<file path="src/rtl/sabc_defs.svh">
`ifndef SABC_DEFS_SVH
`define SABC_DEFS_SVH
// timing figures in ns, cycle counts derived from the 100 ns clock
`define SABC_CLK_NS 100
`define SABC_STS_RISE_NS 200
`define SABC_STS_FALL_NS 600
`define SABC_EARLY_READ_NS 1200
`define SABC_STS_RISE_CYC ((`SABC_STS_RISE_NS + `SABC_CLK_NS - 1) / `SABC_CLK_NS)
`define SABC_STS_FALL_CYC (`SABC_STS_FALL_NS / `SABC_CLK_NS)
`define SABC_EARLY_READ_CYC (`SABC_EARLY_READ_NS / `SABC_CLK_NS)
// approximation steps for each conversion length
`define SABC_STEPS_LONG 12
`define SABC_STEPS_SHORT 8
// byte format field positions
`define SABC_HI_BYTE_MSB 11
`define SABC_HI_BYTE_LSB 4
`define SABC_LO_NIB_MSB 3
`define SABC_LO_NIB_LSB 0
`define SABC_RESULT_RST 12'h000
`endif

</file>
<file path="src/rtl/sabc_pkg.sv">
package sabc_pkg;
   typedef enum logic [2:0] {
      SABC_IDLE = 3'b000,
      SABC_LEAD = 3'b001,
      SABC_APPROX = 3'b011,
      SABC_TAIL = 3'b010
   } sabc_state_t;
   typedef struct packed {
      logic chip_en;
      logic chip_sel_n;
      logic read_conv;
      logic word_fmt;
      logic byte_length_sel;
   } sabc_ctl_t;
endpackage

</file>
<file path="src/rtl/sabc_sar.sv">
`timescale 1ns/1ps
`include "sabc_defs.svh"
module sabc_sar
   import sabc_pkg::*;
#(
   parameter int WIDTH = 12
) (
   // clock and reset
   input wire logic mclk,
   input wire logic srst,
   // control
   input wire logic start,
   input wire logic short_conv,
   input wire logic [WIDTH-1:0] sample,
   // result
   output logic done,
   output logic [WIDTH-1:0] result
);
   logic [WIDTH-1:0] trial_r;
   logic [WIDTH-1:0] bit_r;
   logic [WIDTH-1:0] stop_r;

   // one bit per step, msb first; comparator modelled digitally
   always_ff @(posedge mclk) begin
      if (srst) begin
         trial_r <= '0;
         bit_r <= '0;
         stop_r <= '0;
         done <= 1'b0;
         result <= `SABC_RESULT_RST;
      end else begin
         done <= 1'b0;
         if (start) begin
            bit_r <= {1'b1, {(WIDTH-1){1'b0}}};
            trial_r <= '0;
            // mask of the last bit to resolve; short runs stop above the low bits
            stop_r <= short_conv ? WIDTH'(1) << (WIDTH - `SABC_STEPS_SHORT) : WIDTH'(1);
         end else if (bit_r != '0) begin
            if ((trial_r | bit_r) <= sample)
               trial_r <= trial_r | bit_r;
            bit_r <= bit_r >> 1;
            if ((bit_r & stop_r) != '0) begin
               bit_r <= '0;
               done <= 1'b1;
               result <= ((trial_r | bit_r) <= sample) ? (trial_r | bit_r) : trial_r;
            end
         end
      end
   end
endmodule

</file>
<file path="src/rtl/sabc_ctrl.sv">
`timescale 1ns/1ps
`include "sabc_defs.svh"
module sabc_ctrl
   import sabc_pkg::*;
#(
   parameter int WIDTH = 12
) (
   // clock and reset
   input wire logic mclk,
   input wire logic srst,
   // bus control pins
   input wire sabc_ctl_t ctl,
   // analog stand-in
   input wire logic [WIDTH-1:0] sample,
   // data lines, enable low while driving
   output logic [WIDTH-1:0] data_out,
   output logic [WIDTH-1:0] data_oe_n,
   // status
   output logic conversion_in_progress
);
   sabc_state_t state_r;
   logic enabled;
   logic conv_req;
   logic read_req;
   logic enabled_d_r;
   logic read_conv_d_r;
   logic short_r;
   logic sar_start_r;
   logic sar_done;
   logic [WIDTH-1:0] sar_result;
   logic [WIDTH-1:0] result_r;
   logic [3:0] cnt_r;
   logic [WIDTH-1:0] out_nxt;
   logic [WIDTH-1:0] oe_n_nxt;

   function automatic logic [WIDTH-1:0] pack_byte(input logic [WIDTH-1:0] r, input logic odd);
      logic [WIDTH-1:0] b;
      b = '0;
      if (odd)
         b[7:0] = {r[`SABC_LO_NIB_MSB:`SABC_LO_NIB_LSB], 4'h0};
      else
         b[7:0] = r[`SABC_HI_BYTE_MSB:`SABC_HI_BYTE_LSB];
      return b;
   endfunction

   assign enabled = ctl.chip_en && !ctl.chip_sel_n;
   // start on entry to the enabled condition with read low, or read falling while enabled
   assign conv_req = enabled && !ctl.read_conv &&
                     (!enabled_d_r || read_conv_d_r);
   assign read_req = enabled && ctl.read_conv;

   always_ff @(posedge mclk) begin
      if (srst) begin
         enabled_d_r <= 1'b0;
         read_conv_d_r <= 1'b0;
      end else begin
         enabled_d_r <= enabled;
         read_conv_d_r <= ctl.read_conv;
      end
   end

   // conversion sequencer
   always_ff @(posedge mclk) begin
      if (srst) begin
         state_r <= SABC_IDLE;
         cnt_r <= 4'h0;
         short_r <= 1'b0;
         sar_start_r <= 1'b0;
         conversion_in_progress <= 1'b0;
      end else begin
         sar_start_r <= 1'b0;
         case (state_r)
            SABC_IDLE: begin
               if (conv_req) begin
                  short_r <= ctl.byte_length_sel;
                  cnt_r <= 4'(`SABC_STS_RISE_CYC - 1);
                  state_r <= SABC_LEAD;
               end
            end
            SABC_LEAD: begin
               if (cnt_r == 4'h0) begin
                  conversion_in_progress <= 1'b1;
                  sar_start_r <= 1'b1;
                  state_r <= SABC_APPROX;
               end else
                  cnt_r <= cnt_r - 4'h1;
            end
            SABC_APPROX: begin
               if (sar_done) begin
                  cnt_r <= 4'(`SABC_STS_FALL_CYC - 1);
                  state_r <= SABC_TAIL;
               end
            end
            SABC_TAIL: begin
               // data already valid here, so reads during this tail are honoured
               if (cnt_r == 4'h0) begin
                  conversion_in_progress <= 1'b0;
                  state_r <= SABC_IDLE;
               end else
                  cnt_r <= cnt_r - 4'h1;
            end
            default: state_r <= SABC_IDLE;
         endcase
      end
   end

   always_ff @(posedge mclk) begin
      if (srst)
         result_r <= `SABC_RESULT_RST;
      else if (sar_done)
         result_r <= sar_result;
   end

   sabc_sar #(.WIDTH(WIDTH)) u_sar (
      .mclk(mclk),
      .srst(srst),
      .start(sar_start_r),
      .short_conv(short_r),
      .sample(sample),
      .done(sar_done),
      .result(sar_result)
   );

   // output buffers: float while converting, read allowed in the tail window
   always_comb begin
      out_nxt = '0;
      oe_n_nxt = '1;
      if (read_req && !conv_req &&
          (state_r == SABC_IDLE || state_r == SABC_TAIL)) begin
         if (ctl.word_fmt) begin
            out_nxt = result_r;
            oe_n_nxt = '0;
         end else begin
            out_nxt = pack_byte(result_r, ctl.byte_length_sel);
            oe_n_nxt = {{(WIDTH-8){1'b1}}, 8'h00};
         end
      end
   end

   always_ff @(posedge mclk) begin
      if (srst) begin
         data_out <= '0;
         data_oe_n <= '1;
      end else begin
         data_out <= out_nxt;
         data_oe_n <= oe_n_nxt;
      end
   end

   a_sts_rise: assert property (@(posedge mclk) disable iff (srst)
      (state_r == SABC_IDLE && conv_req) |-> ##(`SABC_STS_RISE_CYC + 1)
      conversion_in_progress)
      else $error("status did not rise after start");
   a_float_busy: assert property (@(posedge mclk) disable iff (srst)
      (state_r == SABC_APPROX) |=> data_oe_n == '1)
      else $error("outputs driven during conversion");
   a_byte_zero: assert property (@(posedge mclk) disable iff (srst)
      (read_req && !ctl.word_fmt && ctl.byte_length_sel && state_r == SABC_IDLE && !conv_req)
      |=> data_out[3:0] == 4'h0 && data_oe_n[7:0] == 8'h00)
      else $error("odd byte trailing zeros wrong");
   a_ignore_busy: assert property (@(posedge mclk) disable iff (srst)
      (state_r == SABC_APPROX) |=> state_r != SABC_LEAD)
      else $error("start accepted while busy");
   a_sts_fall: assert property (@(posedge mclk) disable iff (srst)
      (state_r == SABC_TAIL && cnt_r == 4'h0) |=> !conversion_in_progress)
      else $error("status did not fall at cycle end");
   a_word_drive: assert property (@(posedge mclk) disable iff (srst)
      (read_req && ctl.word_fmt && state_r == SABC_IDLE && !conv_req)
      |=> data_oe_n == '0 && data_out == result_r)
      else $error("word read not driven");
endmodule

</file>
<file path="config.mk">
export PLATFORM = sky130hd
export DESIGN_NAME = sabc_ctrl
export DESIGN_NICKNAME = d
export VERILOG_FILES = /design/src/rtl/sabc_pkg.sv /design/src/rtl/sabc_sar.sv /design/src/rtl/sabc_ctrl.sv
export VERILOG_INCLUDE_DIRS = /design/src /design/src/rtl
export SDC_FILE = /design/constraint.sdc
export NUM_CORES = 1
export LEC_CHECK = 0
export BUFFER_PORTS_ARGS = -buffer_cell sky130_fd_sc_hd__buf_2
export CAP_MARGIN = 10
export CELL_PAD_IN_SITES_DETAIL_PLACEMENT = 0
export CELL_PAD_IN_SITES_GLOBAL_PLACEMENT = 1
export CORE_ASPECT_RATIO = 0.6
export CORE_UTILIZATION = 47
export CTS_CLUSTER_DIAMETER = 100
export CTS_CLUSTER_SIZE = 30
export DETAILED_ROUTE_END_ITERATION = 7
export PLACE_DENSITY = 0.86
export RECOVER_POWER = 100
export SKIP_LAST_GASP = 1
export SLEW_MARGIN = 20
export SYNTH_ARGS = -nofsm -noshare
export SYNTH_HDL_FRONTEND = slang
export SYNTH_SLANG_ARGS = --single-unit
</file>
<file path="constraint.sdc">
create_clock -name mclk -period 4.56 [get_ports mclk]
set_input_delay 0.456 -clock mclk [delete_from_list [all_inputs] [get_ports mclk]]
set_output_delay 0.456 -clock mclk [all_outputs]
set_load 0.1 [all_outputs]
</file>
Word-level counts from Yosys, hierarchy flattened
Cells that the tools add are included.

Add/sub/neg operators: 1. Reduce and logical (&&, ||, !) cells: 30. Order comparisons: 1. Bitwise logic cells: 7. Eq/ne operators: 8. Multiplexer cells: 22.

Operator list (count): $mux W12 (4); $reduce_bool A12 Y1 (2); $mux W8 (2); $and A12 B12 Y12 (1); $le A12 B12 Y1 (1); $mux W3 (4); $mux W4 (3); $or A12 B12 Y12 (1); $pmux W3 S4 (1); $pmux W4 S3 (1); $mux W11 (1); $ne A2 B2 Y1 const B (4); $reduce_and A4 Y1 (2); $reduce_or A2 Y1 (4); $eq A3 B2 Y1 const B (2); $logic_and A1 B1 Y1 (6); $reduce_and A3 Y1 (2); $reduce_or A3 Y1 (2); $mux W5 (1); $not A1 Y1 (5); $logic_not A1 Y1 (4); $logic_not A4 Y1 (1); $mux W1 (4); $reduce_bool A2 Y1 (2); other kinds (8) (9).

Input port bits: 19. Word-level logic and storage cells: 86. Register bits: 97.

Logic depth before layout (Yosys ltp)
Gate-level depths: netlist of run 1.

Depth in word-level cells: 9. Mapped depth: 8. Gate-level depth less buffers: 7.

By module
Synthesis of run 1 repeated with hierarchy kept, for this count alone.

Cells, all modules: 362. Area total of the unflattened synthesis: 3512.1 µm².

By module, submodules not included: sabc_sar (area an instance 1828.0 µm², seq. area each 780.7 µm², cells each 195, times used 1); sabc_ctrl (area an instance 1684.1 µm², seq. area each 740.7 µm², cells each 167, times used 1).

Worst setup path after synthesis of run 1
OpenSTA, ideal clock, no wires.

Path type: register -> register. Start: reg u_sar.bit_r[3]. End: reg u_sar.result[10]. Data required time: 4.473 ns. Setup slack: 2.632 ns. Period minus slack after synthesis: 1.928 ns. Path buffers: 1. Stages on the path, launching flop included: 8. Data arrival time: 1.841 ns. Path through: dfxtp_1 or2_2 ha_1 a21oi_2 o21ai_1 a221o_1 buf_6 o31ai_1.

Cells in the longest elaborated chain, start to end: 3.

RTL lines: from (decl) (line sabc_sar.sv:20) `logic [WIDTH-1:0] bit_r;`; from (signal assigned) (line sabc_sar.sv:34) `bit_r <= {1'b1, {(WIDTH-1){1'b0}}};`; from (signal assigned) (line sabc_sar.sv:41) `bit_r <= bit_r >> 1;`; $or A12 B12 Y12 or $and A12 B12 Y12 (tied branches) (line sabc_sar.sv:45, sabc_sar.sv:42); $le A12 B12 Y1 or $reduce_bool A12 Y1 (tied branches) (line sabc_sar.sv:45, sabc_sar.sv:42); $mux W12 or $reduce_and A3 Y1 (tied branches); to (signal assigned) (line sabc_sar.sv:30) `` result <= `SABC_RESULT_RST; ``; to (signal assigned) (line sabc_sar.sv:45) `result <= ((trial_r | bit_r) <= sample) ? (trial_r | bit_r) : trial_r;`; to (decl) (line sabc_sar.sv:17) `output logic [WIDTH-1:0] result`.

Several ways; a longest one is shown, not always the timed one. A chain may end at the register's enable or synchronous reset.

Final worst setup path of run 1
Start: reg sar_start_r. End: reg u_sar.trial_r[8].

Cells in the longest elaborated chain, start to end: 1.

RTL lines: from (decl) (line sabc_ctrl.sv:28) `logic sar_start_r;`; from (signal assigned) (line sabc_ctrl.sv:68) `sar_start_r <= 1'b0;`; from (signal assigned) (line sabc_ctrl.sv:71) `sar_start_r <= 1'b0;`; from (signal assigned) (line sabc_ctrl.sv:83) `sar_start_r <= 1'b1;`; $reduce_or A2 Y1 (no line); to (signal assigned) (line sabc_sar.sv:40) `trial_r <= trial_r | bit_r;`; to (decl) (line sabc_sar.sv:19) `logic [WIDTH-1:0] trial_r;`.

No other way between the ends.

==> flow_metrics.tcl, run 1 <==
set metrics [dict create \
    status "complete, but fails checks" \
    wl_per_cell_um 14.8 \
    synth_cell_type_count 42 \
    max_cap_violations 2 \
    antenna_found_initial 0 \
    ys_seq_elements 76 \
    multi_input_area_um2 1830 \
    vias 3038 \
    crit_type "reg -> reg" \
    drc 0 \
    pin_count 44 \
    cts_root_buf "clkbuf_16" \
    areaGrowthSynthToFinish_pct 12.1 \
    synthCells 423 \
    grt_pass1_vias 2721 \
    min_period_ps 2770 \
    h-tree-depth 3 \
    nFillCells 664 \
    drt-initial-drc-count 162 \
    layout-drive-gt1-share_pct 12.1 \
    fin_crit_sh_pct 60.8 \
    synthesis.area_um2 3620 \
    synth_nets 459 \
    cts_tree "done" \
    ir_worst_vdd_mv 0.253 \
    post-cts-setup-buffers 0 \
    power_leakage_nw 1.65 \
    preCtsSetupSlack_ps 2090 \
    place_hpwl_um 5480 \
    track_usage_pct 21.6 \
    worst_ep_arrival_time_ps 3020 \
    die_x_um 115 \
    initial_core_util_pct 49.2 \
    worstPathMaxFanout 41 \
    yosys_warnings 0 \
    fin_ws_ps 1790 \
    synth_flop_cell "dfxtp_1" \
    hold_viol 0 \
    first_pass_iters 5 \
    fin_skew_ps 5.73 \
    die_h_um 70.0 \
    ctsResizeCount 0 \
    cp-end-kind "flip-flop" \
    drv_slew 84 \
    synth_edf_count 0 \
    relSlewSlack_pct -37.3 \
    gp_congestion 0.795 \
    dp_cells 536 \
    worstSetupStartpoint "sar_start_r" \
    nets 479 \
    fmax_mhz 361 \
    clkTransAtPathRegs_ps 60 \
    ys_seq_area_share_pct 42.0 \
    rsz0062_at_grt "no" \
    wl_um 8180 \
    worst_slew_pin_slew_ps 2050 \
    fin_hold_ws_ps 399 \
    clk_latency_ps 340 \
    die_area_um2 8070 \
    regArea_um2 1520 \
    cts_hold_buffers 0 \
    synth_compound_area_share_pct 18.0 \
    synth-simple-area-share_pct 21.4 \
    cts_buffer_depth 2 \
    synth-xor-area-share_pct 0.242 \
    r2r_start "sar_start_r" \
    hold_path_class "in -> reg" \
    antenna_cells 0 \
    synth_mux_area_share_pct 4.98 \
    avgSynthCellArea_um2 8.56 \
    rows 24 \
    synth_top_family_by_area "simple AND/OR/NAND/NOR gates" \
    startpoint_type "flip-flop" \
    hp-start "ctl[4]" \
    power.density_nw_per_um2 455 \
    violations "max-capacitance violations, max-slew violations" \
    clkSinkCount 76 \
    fin_area_um2 4060 \
    ys_async_sr_fraction_pct 0 \
    ant_nets 0 \
    placeableCoreArea_um2 7360 \
    grt_max_degree 42 \
    stdcell_count 552 \
    overflow 0 \
    required_ps 4810 \
    synth-adder-area-share_pct 5.87 \
    tns_ps 0 \
    dpl_cell_area_um2 3790 \
    cts_inserted_buffers 9 \
    grt_first_pass_wirelength_um 13400 \
    final-setup-viol-count 0 \
    via_per_inst 5.50 \
    port_buffers 43 \
]
metal layers:
metal / wire (µm) / track usage (%) / up-vias
li1: - / - / 1517
met1: 4190 / 30.8 / 1429
met2: 3420 / 30.6 / 85
met3: 512 / 8.42 / 7
met4: 53 / 4.33 / 0
met5: 0 / 0 / -
cells by family after synthesis:
family	after synthesis
fa+ha+maj	17
mux	18
xor+xnor	1
simple gates	149
compound gates	106
flops	76
buf+inv	56
layout by cell type (no fill, tap or decap), types with 3 or more instances in the layout:
cell        n
a31oi_1    12
nor3_1      4
dfxtp_1    76
and3_1     25
buf_2      17
o21ai_0    28
nand3_1    26
o31ai_1    14
or2_2      11
nor2_1     40
nand4_1     3
mux2i_1    18
clkbuf_16   9
clkbuf_1   28
ha_1       17
a21oi_1    39
inv_1      19
nand2_1    24
nor3b_1     4
synth_stat cells, types with 3 or more instances:
master    count  area [µm²]
a21oi_1      39         195
a31oi_1      12        75.1
and3_1       25         156
buf_2         7        35.0
buf_4        12        90.1
clkbuf_1     16        60.1
dfxtp_1      76        1520
ha_1         17         213
inv_1        18        67.6
mux2i_1      18         180
nand2_1      24        90.1
nand3_1      26         130
nand4_1       3        18.8
nor2_1       40         150
nor3_1        4        20.0
nor3b_1       4        30.0
o21ai_0      28         140
o31ai_1      14         105
or2_2        11        68.8
area by class of cell:
cell class / count / area share (%)
Clock buffer: 10 / 5.89
Tap cell: 104 / 3.21
Inverter: 19 / 1.76
Multi-Input combinational cell: 291 / 45.0
Clock inverter: 6 / 1.76
Sequential cell: 76 / 37.5
Timing Repair Buffer: 46 / 4.87
registers in the layout, summed over array words and instances, names as in the netlist:
| signal | flops |
|---|---|
| u_sar.done | 1 |
| sar_start_r | 1 |
| enabled_d_r | 1 |
| u_sar.trial_r | 12 |
| data_out | 12 |
| data_oe_n | 2 |
| u_sar.bit_r | 12 |
| short_r | 1 |
| conversion_in_progress | 1 |
| state_r | 2 |
| result_r | 12 |
| u_sar.stop_r | 2 |
| u_sar.result | 12 |
| read_conv_d_r | 1 |
| cnt_r | 4 |
critical path, cell delays in order (launching register included):
cell and delay (ps):
dfxtp_1 510, nor2_1 1610, and3_1 350, a21oi_1 50, o21ai_0 160
power breakdown:
part	switching [W]	total [W]	leakage [nW]	internal, W
clock	0.000295	0.000738	0.146	0.000443
sequential	0.0000313	0.000725	0.613	0.000693
combinational	0.000264	0.000382	0.894	0.000118
path summary, 6_finish.rpt:
path	to	slack [ps]	cells past startpoint
setup / recovery	u_sar.trial_r[8]	1790	4
setup reg to reg	u_sar.trial_r[8]	1790	4
hold / removal	enabled_d_r	400	3
hold reg to reg	u_sar.trial_r[1]	490	2
metrics by stage:
stage          utilization (%)  total power [W]
2_1_floorplan                -          0.00105
3_3_place_gp              51.5          0.00111
3_5_place_dp              51.6          0.00112
4_1_cts                   55.8          0.00186
5_1_grt                   55.2          0.00192
6_report                  55.2          0.00185
Power figures use the tool's default switching activity.
==> inputs of run 2 (changes only) <==
Settings changed: CORE_UTILIZATION 47 to 44, PLACE_DENSITY 0.86 to 0.82.
Clock period 4.56 ns to 2.9 ns, I/O delays scaled along.
==> run 2 against run 1 <==
  * Wire length fell by 4.3%
  * Power rose by 52%
  * Via count fell by 1.5%
  * Sequential share of layout area fell by 0.12 points
  * The run now ends clean
  * Clock power rose by 48%
  * Setup slack got worse by 1200 ps
  * Sequential power rose by 56%
  * Count of clock-buffer cells in the layout rose by 2
  * Final cell count rose by 1.8%
  * First-iteration DRC count rose by 12%
==> flow_metrics.tcl, run 2 (same netlist as run 1, synthesis figures left out) <==
set metrics [dict create \
    clkSinkCount 76 \
    antenna_cells 0 \
    placeableCoreArea_um2 7910 \
    pwr-share-seq_pct 40.3 \
    clkTransAtPathRegs_ps 60 \
    cp-end-kind "flip-flop" \
    power.density_nw_per_um2 689 \
    intPower_w 0.00195 \
    grt_pass1_vias 2718 \
    tns_ps 0 \
    p_sw_w 0.000850 \
    rr_worst_depth 4 \
    cts_root_buf "clkbuf_16" \
    hp-start "ctl[4]" \
    vias 2992 \
    worstPathMaxFanout 25 \
    gp_congestion 0.787 \
    drc 0 \
    dp_cells 546 \
    pin_count 44 \
    final_cell_mix "76 x dfxtp_1, 39 x nor2_1, 39 x a21oi_1" \
    port_buffers 43 \
    hold_end "enabled_d_r" \
    rows 25 \
    drv_slew 0 \
    cts_inserted_buffers 9 \
    wl_per_cell_um 13.9 \
    fin_ws_ps 608 \
    initial_core_util_pct 45.8 \
    hold_viol 0 \
    ctsResizeCount 0 \
    cts_hold_buffers 0 \
    cts_tree "done" \
    ir_worst_vdd_mv 0.328 \
    relSlewSlack_pct 5.67 \
    preCtsSetupSlack_ps 749 \
    overflow 0 \
    post-cts-setup-buffers 0 \
    drt-initial-drc-count 182 \
    nets 485 \
    layout.cells.most_common "dfxtp_1" \
    h-tree-depth 3 \
    antenna_found_initial 0 \
    rsz0062_at_grt "no" \
    clk_latency_ps 320 \
    min_path_cells 3 \
    max_cap_violations 0 \
    worstSetupStartpoint "sar_start_r" \
    final-setup-viol-count 0 \
    p_sw_share_pct 30.3 \
    ant_nets 0 \
    die_h_um 72.3 \
    via_per_inst 5.32 \
    place_hpwl_um 5500 \
    min_period_ps 2290 \
    worst_ep_arrival_time_ps 2520 \
    p_comb_share_pct 20.8 \
    totalPowerFinal_w 0.00280 \
    areaGrowthSynthToFinish_pct 12.4 \
    first_pass_iters 5 \
    worst_slew_pin_slew_ps 1410 \
    status "completed" \
    clkPwrFrac_pct 38.9 \
    reg2reg_setup_slack_ps 610 \
    hold_path_class "in -> reg" \
    wl_um 7830 \
    r2r-end "u_sar.result[0]" \
    grt_first_pass_wirelength_um 13200 \
    cts_buffer_depth 2 \
    r2r_start "sar_start_r" \
    fin_crit_sh_pct 79.0 \
    fin_skew_ps 4.86 \
    layout-drive-gt1-share_pct 12.6 \
    track_usage_pct 19.6 \
    required_ps 3130 \
    grt_max_degree 46 \
    fmax_mhz 436 \
    die_area_um2 8610 \
    startpoint_type "flip-flop" \
    power_leakage_nw 1.68 \
    stdcell_count 562 \
    crit_type "reg -> reg" \
    die_x_um 119 \
]
-- run 2: cell count changes in the layout (fill, tap and decap cells not counted), sizes merged --
cell and delta:
inv -2, clkbuf +3, clkinvlp -2, clkinv +2, buf +5
-- run 2: area by class of cell --
type,count,area (µm²)
inverter,19,71.3
timing repair buffer,52,240
tap,108,135
multi-input combinational,291,1810
clock buffer,12,246
clock inverter,4,48.8
sequential,76,1520
fill,775,3840
-- run 2: power by group through the flow --
stage               logic, W  registers, W  clock network [W]
CTS                 0.000615       0.00113            0.00112
floorplan           0.000461       0.00119                  0
detailed placement  0.000613       0.00115                  0
global route        0.000653       0.00114            0.00118
finish              0.000583       0.00113            0.00109
global placement    0.000598       0.00115                  0
-- run 2: worst max-delay path by stage --
stage	depth (start not counted)	slack, ps	to
6_report	4	610	u_sar.result[0]
4_1_cts	7	740	u_sar.result[0]
2_1_floorplan	7	970	u_sar.result[10]
3_3_place_gp	7	790	u_sar.result[1]
5_1_grt	4	340	u_sar.result[7]
3_5_place_dp	7	750	u_sar.result[0]
-- run 2: through the flow --
stage,hold slack [ps],cell area [µm²],utilization [%]
after floorplan,418,3620,-
after global placement,468,3840,48.5
after detailed placement,479,3840,48.5
after CTS,242,4140,52.3
after global routing,234,4070,51.4
final,251,4070,51.4
-- run 2: critical path: stages, from the launching register on --
cell and delay, ps:
dfxtp_1 350, clkbuf_1 290, nor3_2 1180, nand2_1 130, o31ai_1 250
-- run 2: routing by layer --
metal / track usage (%) / routed length, µm / share of wire (%) / up-vias
li1: - / - / - / 1530
met1: 28.3 / 4110 / 53 / 1394
met2: 28.2 / 3310 / 42 / 64
met3: 5.27 / 373 / 4.8 / 4
met4: 6.05 / 35 / 0.45 / 0
met5: 0 / 0 / 0 / -
==> inputs of run 3 (changes only) <==
Clock period 2.9 ns to 2.4 ns, I/O delays scaled along.
==> run 3 against run 2 <==
  * Non-clock buffer count grew 3
  * Sequential power grew 20%
  * First-iteration DRC count shrank 0.55%
  * Maximum frequency grew 4.3%
  * Wire length grew 2.4%
  * Cell area grew 0.40%
  * Count of clock-buffer cells in the layout is the same
  * Sequential share of layout area shrank 0.15 points
==> flow_metrics.tcl, run 3 (same netlist as run 1, synthesis figures left out) <==
set metrics [dict create \
    cp-end-kind "flip-flop" \
    layout-drive-gt1-share_pct 12.5 \
    startpoint_type "flip-flop" \
    drv_slew 0 \
    ant_nets 0 \
    overflow 0 \
    rsz0062_at_grt "no" \
    stdcell_count 563 \
    initial_core_util_pct 45.8 \
    worstSetupStartpoint "u_sar.bit_r[3]" \
    layout.cells.most_common "dfxtp_1" \
    status "completed" \
    ctsResizeCount 0 \
    fin_hold_ws_ps 185 \
    cts_root_buf "clkbuf_16" \
    relSlewSlack_pct 22.4 \
    dp_cells 549 \
    reg2reg_setup_slack_ps 200 \
    cts_tree "done" \
    first_pass_iters 4 \
    die_x_um 119 \
    final_cell_mix "76 x dfxtp_1, 40 x a21oi_1, 39 x nor2_1" \
    ir_worst_vdd_mv 0.470 \
    wl_per_cell_um 14.2 \
    track_usage_pct 20.4 \
    r2r_start "u_sar.bit_r[3]" \
    port_buffers 43 \
    nets 488 \
    h-tree-depth 3 \
    nFillCells 770 \
    grt_pass1_vias 2758 \
    final-setup-viol-count 0 \
    pin_count 44 \
    grt_max_degree 46 \
    die_h_um 72.3 \
    cts_hold_buffers 0 \
    fin_crit_sh_pct 91.5 \
    worst_ep_arrival_time_ps 2440 \
    via_per_inst 5.35 \
    drc 0 \
    wl_um 8020 \
    hp-start "ctl[4]" \
    worstPathMaxFanout 24 \
    clk_latency_ps 340 \
    fmax_mhz 455 \
    clkSinkCount 76 \
    fin_ws_ps 203 \
    areaGrowthSynthToFinish_pct 12.9 \
    die_area_um2 8610 \
    fin_skew_ps 3.49 \
    power.density_nw_per_um2 819 \
    place_hpwl_um 5630 \
    worst_slew_pin_slew_ps 1170 \
    cts_inserted_buffers 9 \
    placeableCoreArea_um2 7910 \
    antenna_found_initial 0 \
    hold_path_class "in -> reg" \
    preCtsSetupSlack_ps 222 \
    drt-initial-drc-count 181 \
    post-cts-setup-buffers 0 \
    fin_util_pct 51.6 \
    grt_first_pass_wirelength_um 13500 \
    cts_buffer_depth 2 \
    clkTransAtPathRegs_ps 60 \
    power_leakage_nw 1.66 \
    vias 3014 \
    antenna_cells 0 \
    max_cap_violations 0 \
    hold_viol 0 \
    min_period_ps 2200 \
    crit_type "reg -> reg" \
    tns_ps 0 \
    rows 25 \
    required_ps 2650 \
    gp_congestion 0.802 \
]
run 3: cell types whose count changed in the layout (fill, tap and decap cells not counted), sizes merged:
cell | previous run | this run
buf | 23 | 26
bufinv | 1 | 0
clkinv | 3 | 2
run 3: metrics by stage:
step | total power, W | area, µm²
floorplan | 0.00199 | 3620
global placement | 0.00212 | 3890
detailed placement | 0.00214 | 3890
CTS | 0.00340 | 4160
global route | 0.00353 | 4090
finish | 0.00335 | 4090
run 3: per-layer routing:
layer	vias to the layer above	track usage (%)	wire length, µm
met5	-	0	0
met4	0	5.63	78
met3	8	7.86	377
met2	47	28.8	3310
met1	1422	28.9	4260
li1	1537	-	-
run 3: worst max-delay path, stage by stage, from the launching register on:
cell     delay, ps
dfxtp_1        350
or2_2          300
ha_1           320
a21oi_1        170
o21ai_1        150
a221o_1        420
buf_12         170
o31ai_1        230
run 3: final cells by class:
cell class | instances | area (µm²) | area share [%]
inverters | 19 | 71.3 | 1.75
well taps | 108 | 135 | 3.31
clock inverters | 2 | 10.0 | 0.245
repair buffers | 55 | 287 | 7.01
multi-input cells | 291 | 1800 | 43.9
clock buffers | 12 | 267 | 6.52
flip-flops and latches | 76 | 1520 | 37.2
run 3: final timing paths:
| check | to | cells after the start |
|---|---|---|
| max | u_sar.result[5] | 7 |
| min | enabled_d_r | 3 |
| max reg2reg | u_sar.result[5] | 7 |
| min reg2reg | cnt_r[3] | 1 |
run 3: power by group:
group	switching [W]	internal [W]
sequential	0.0000471	0.00132
clock	0.000502	0.000769
combinational	0.000491	0.000221
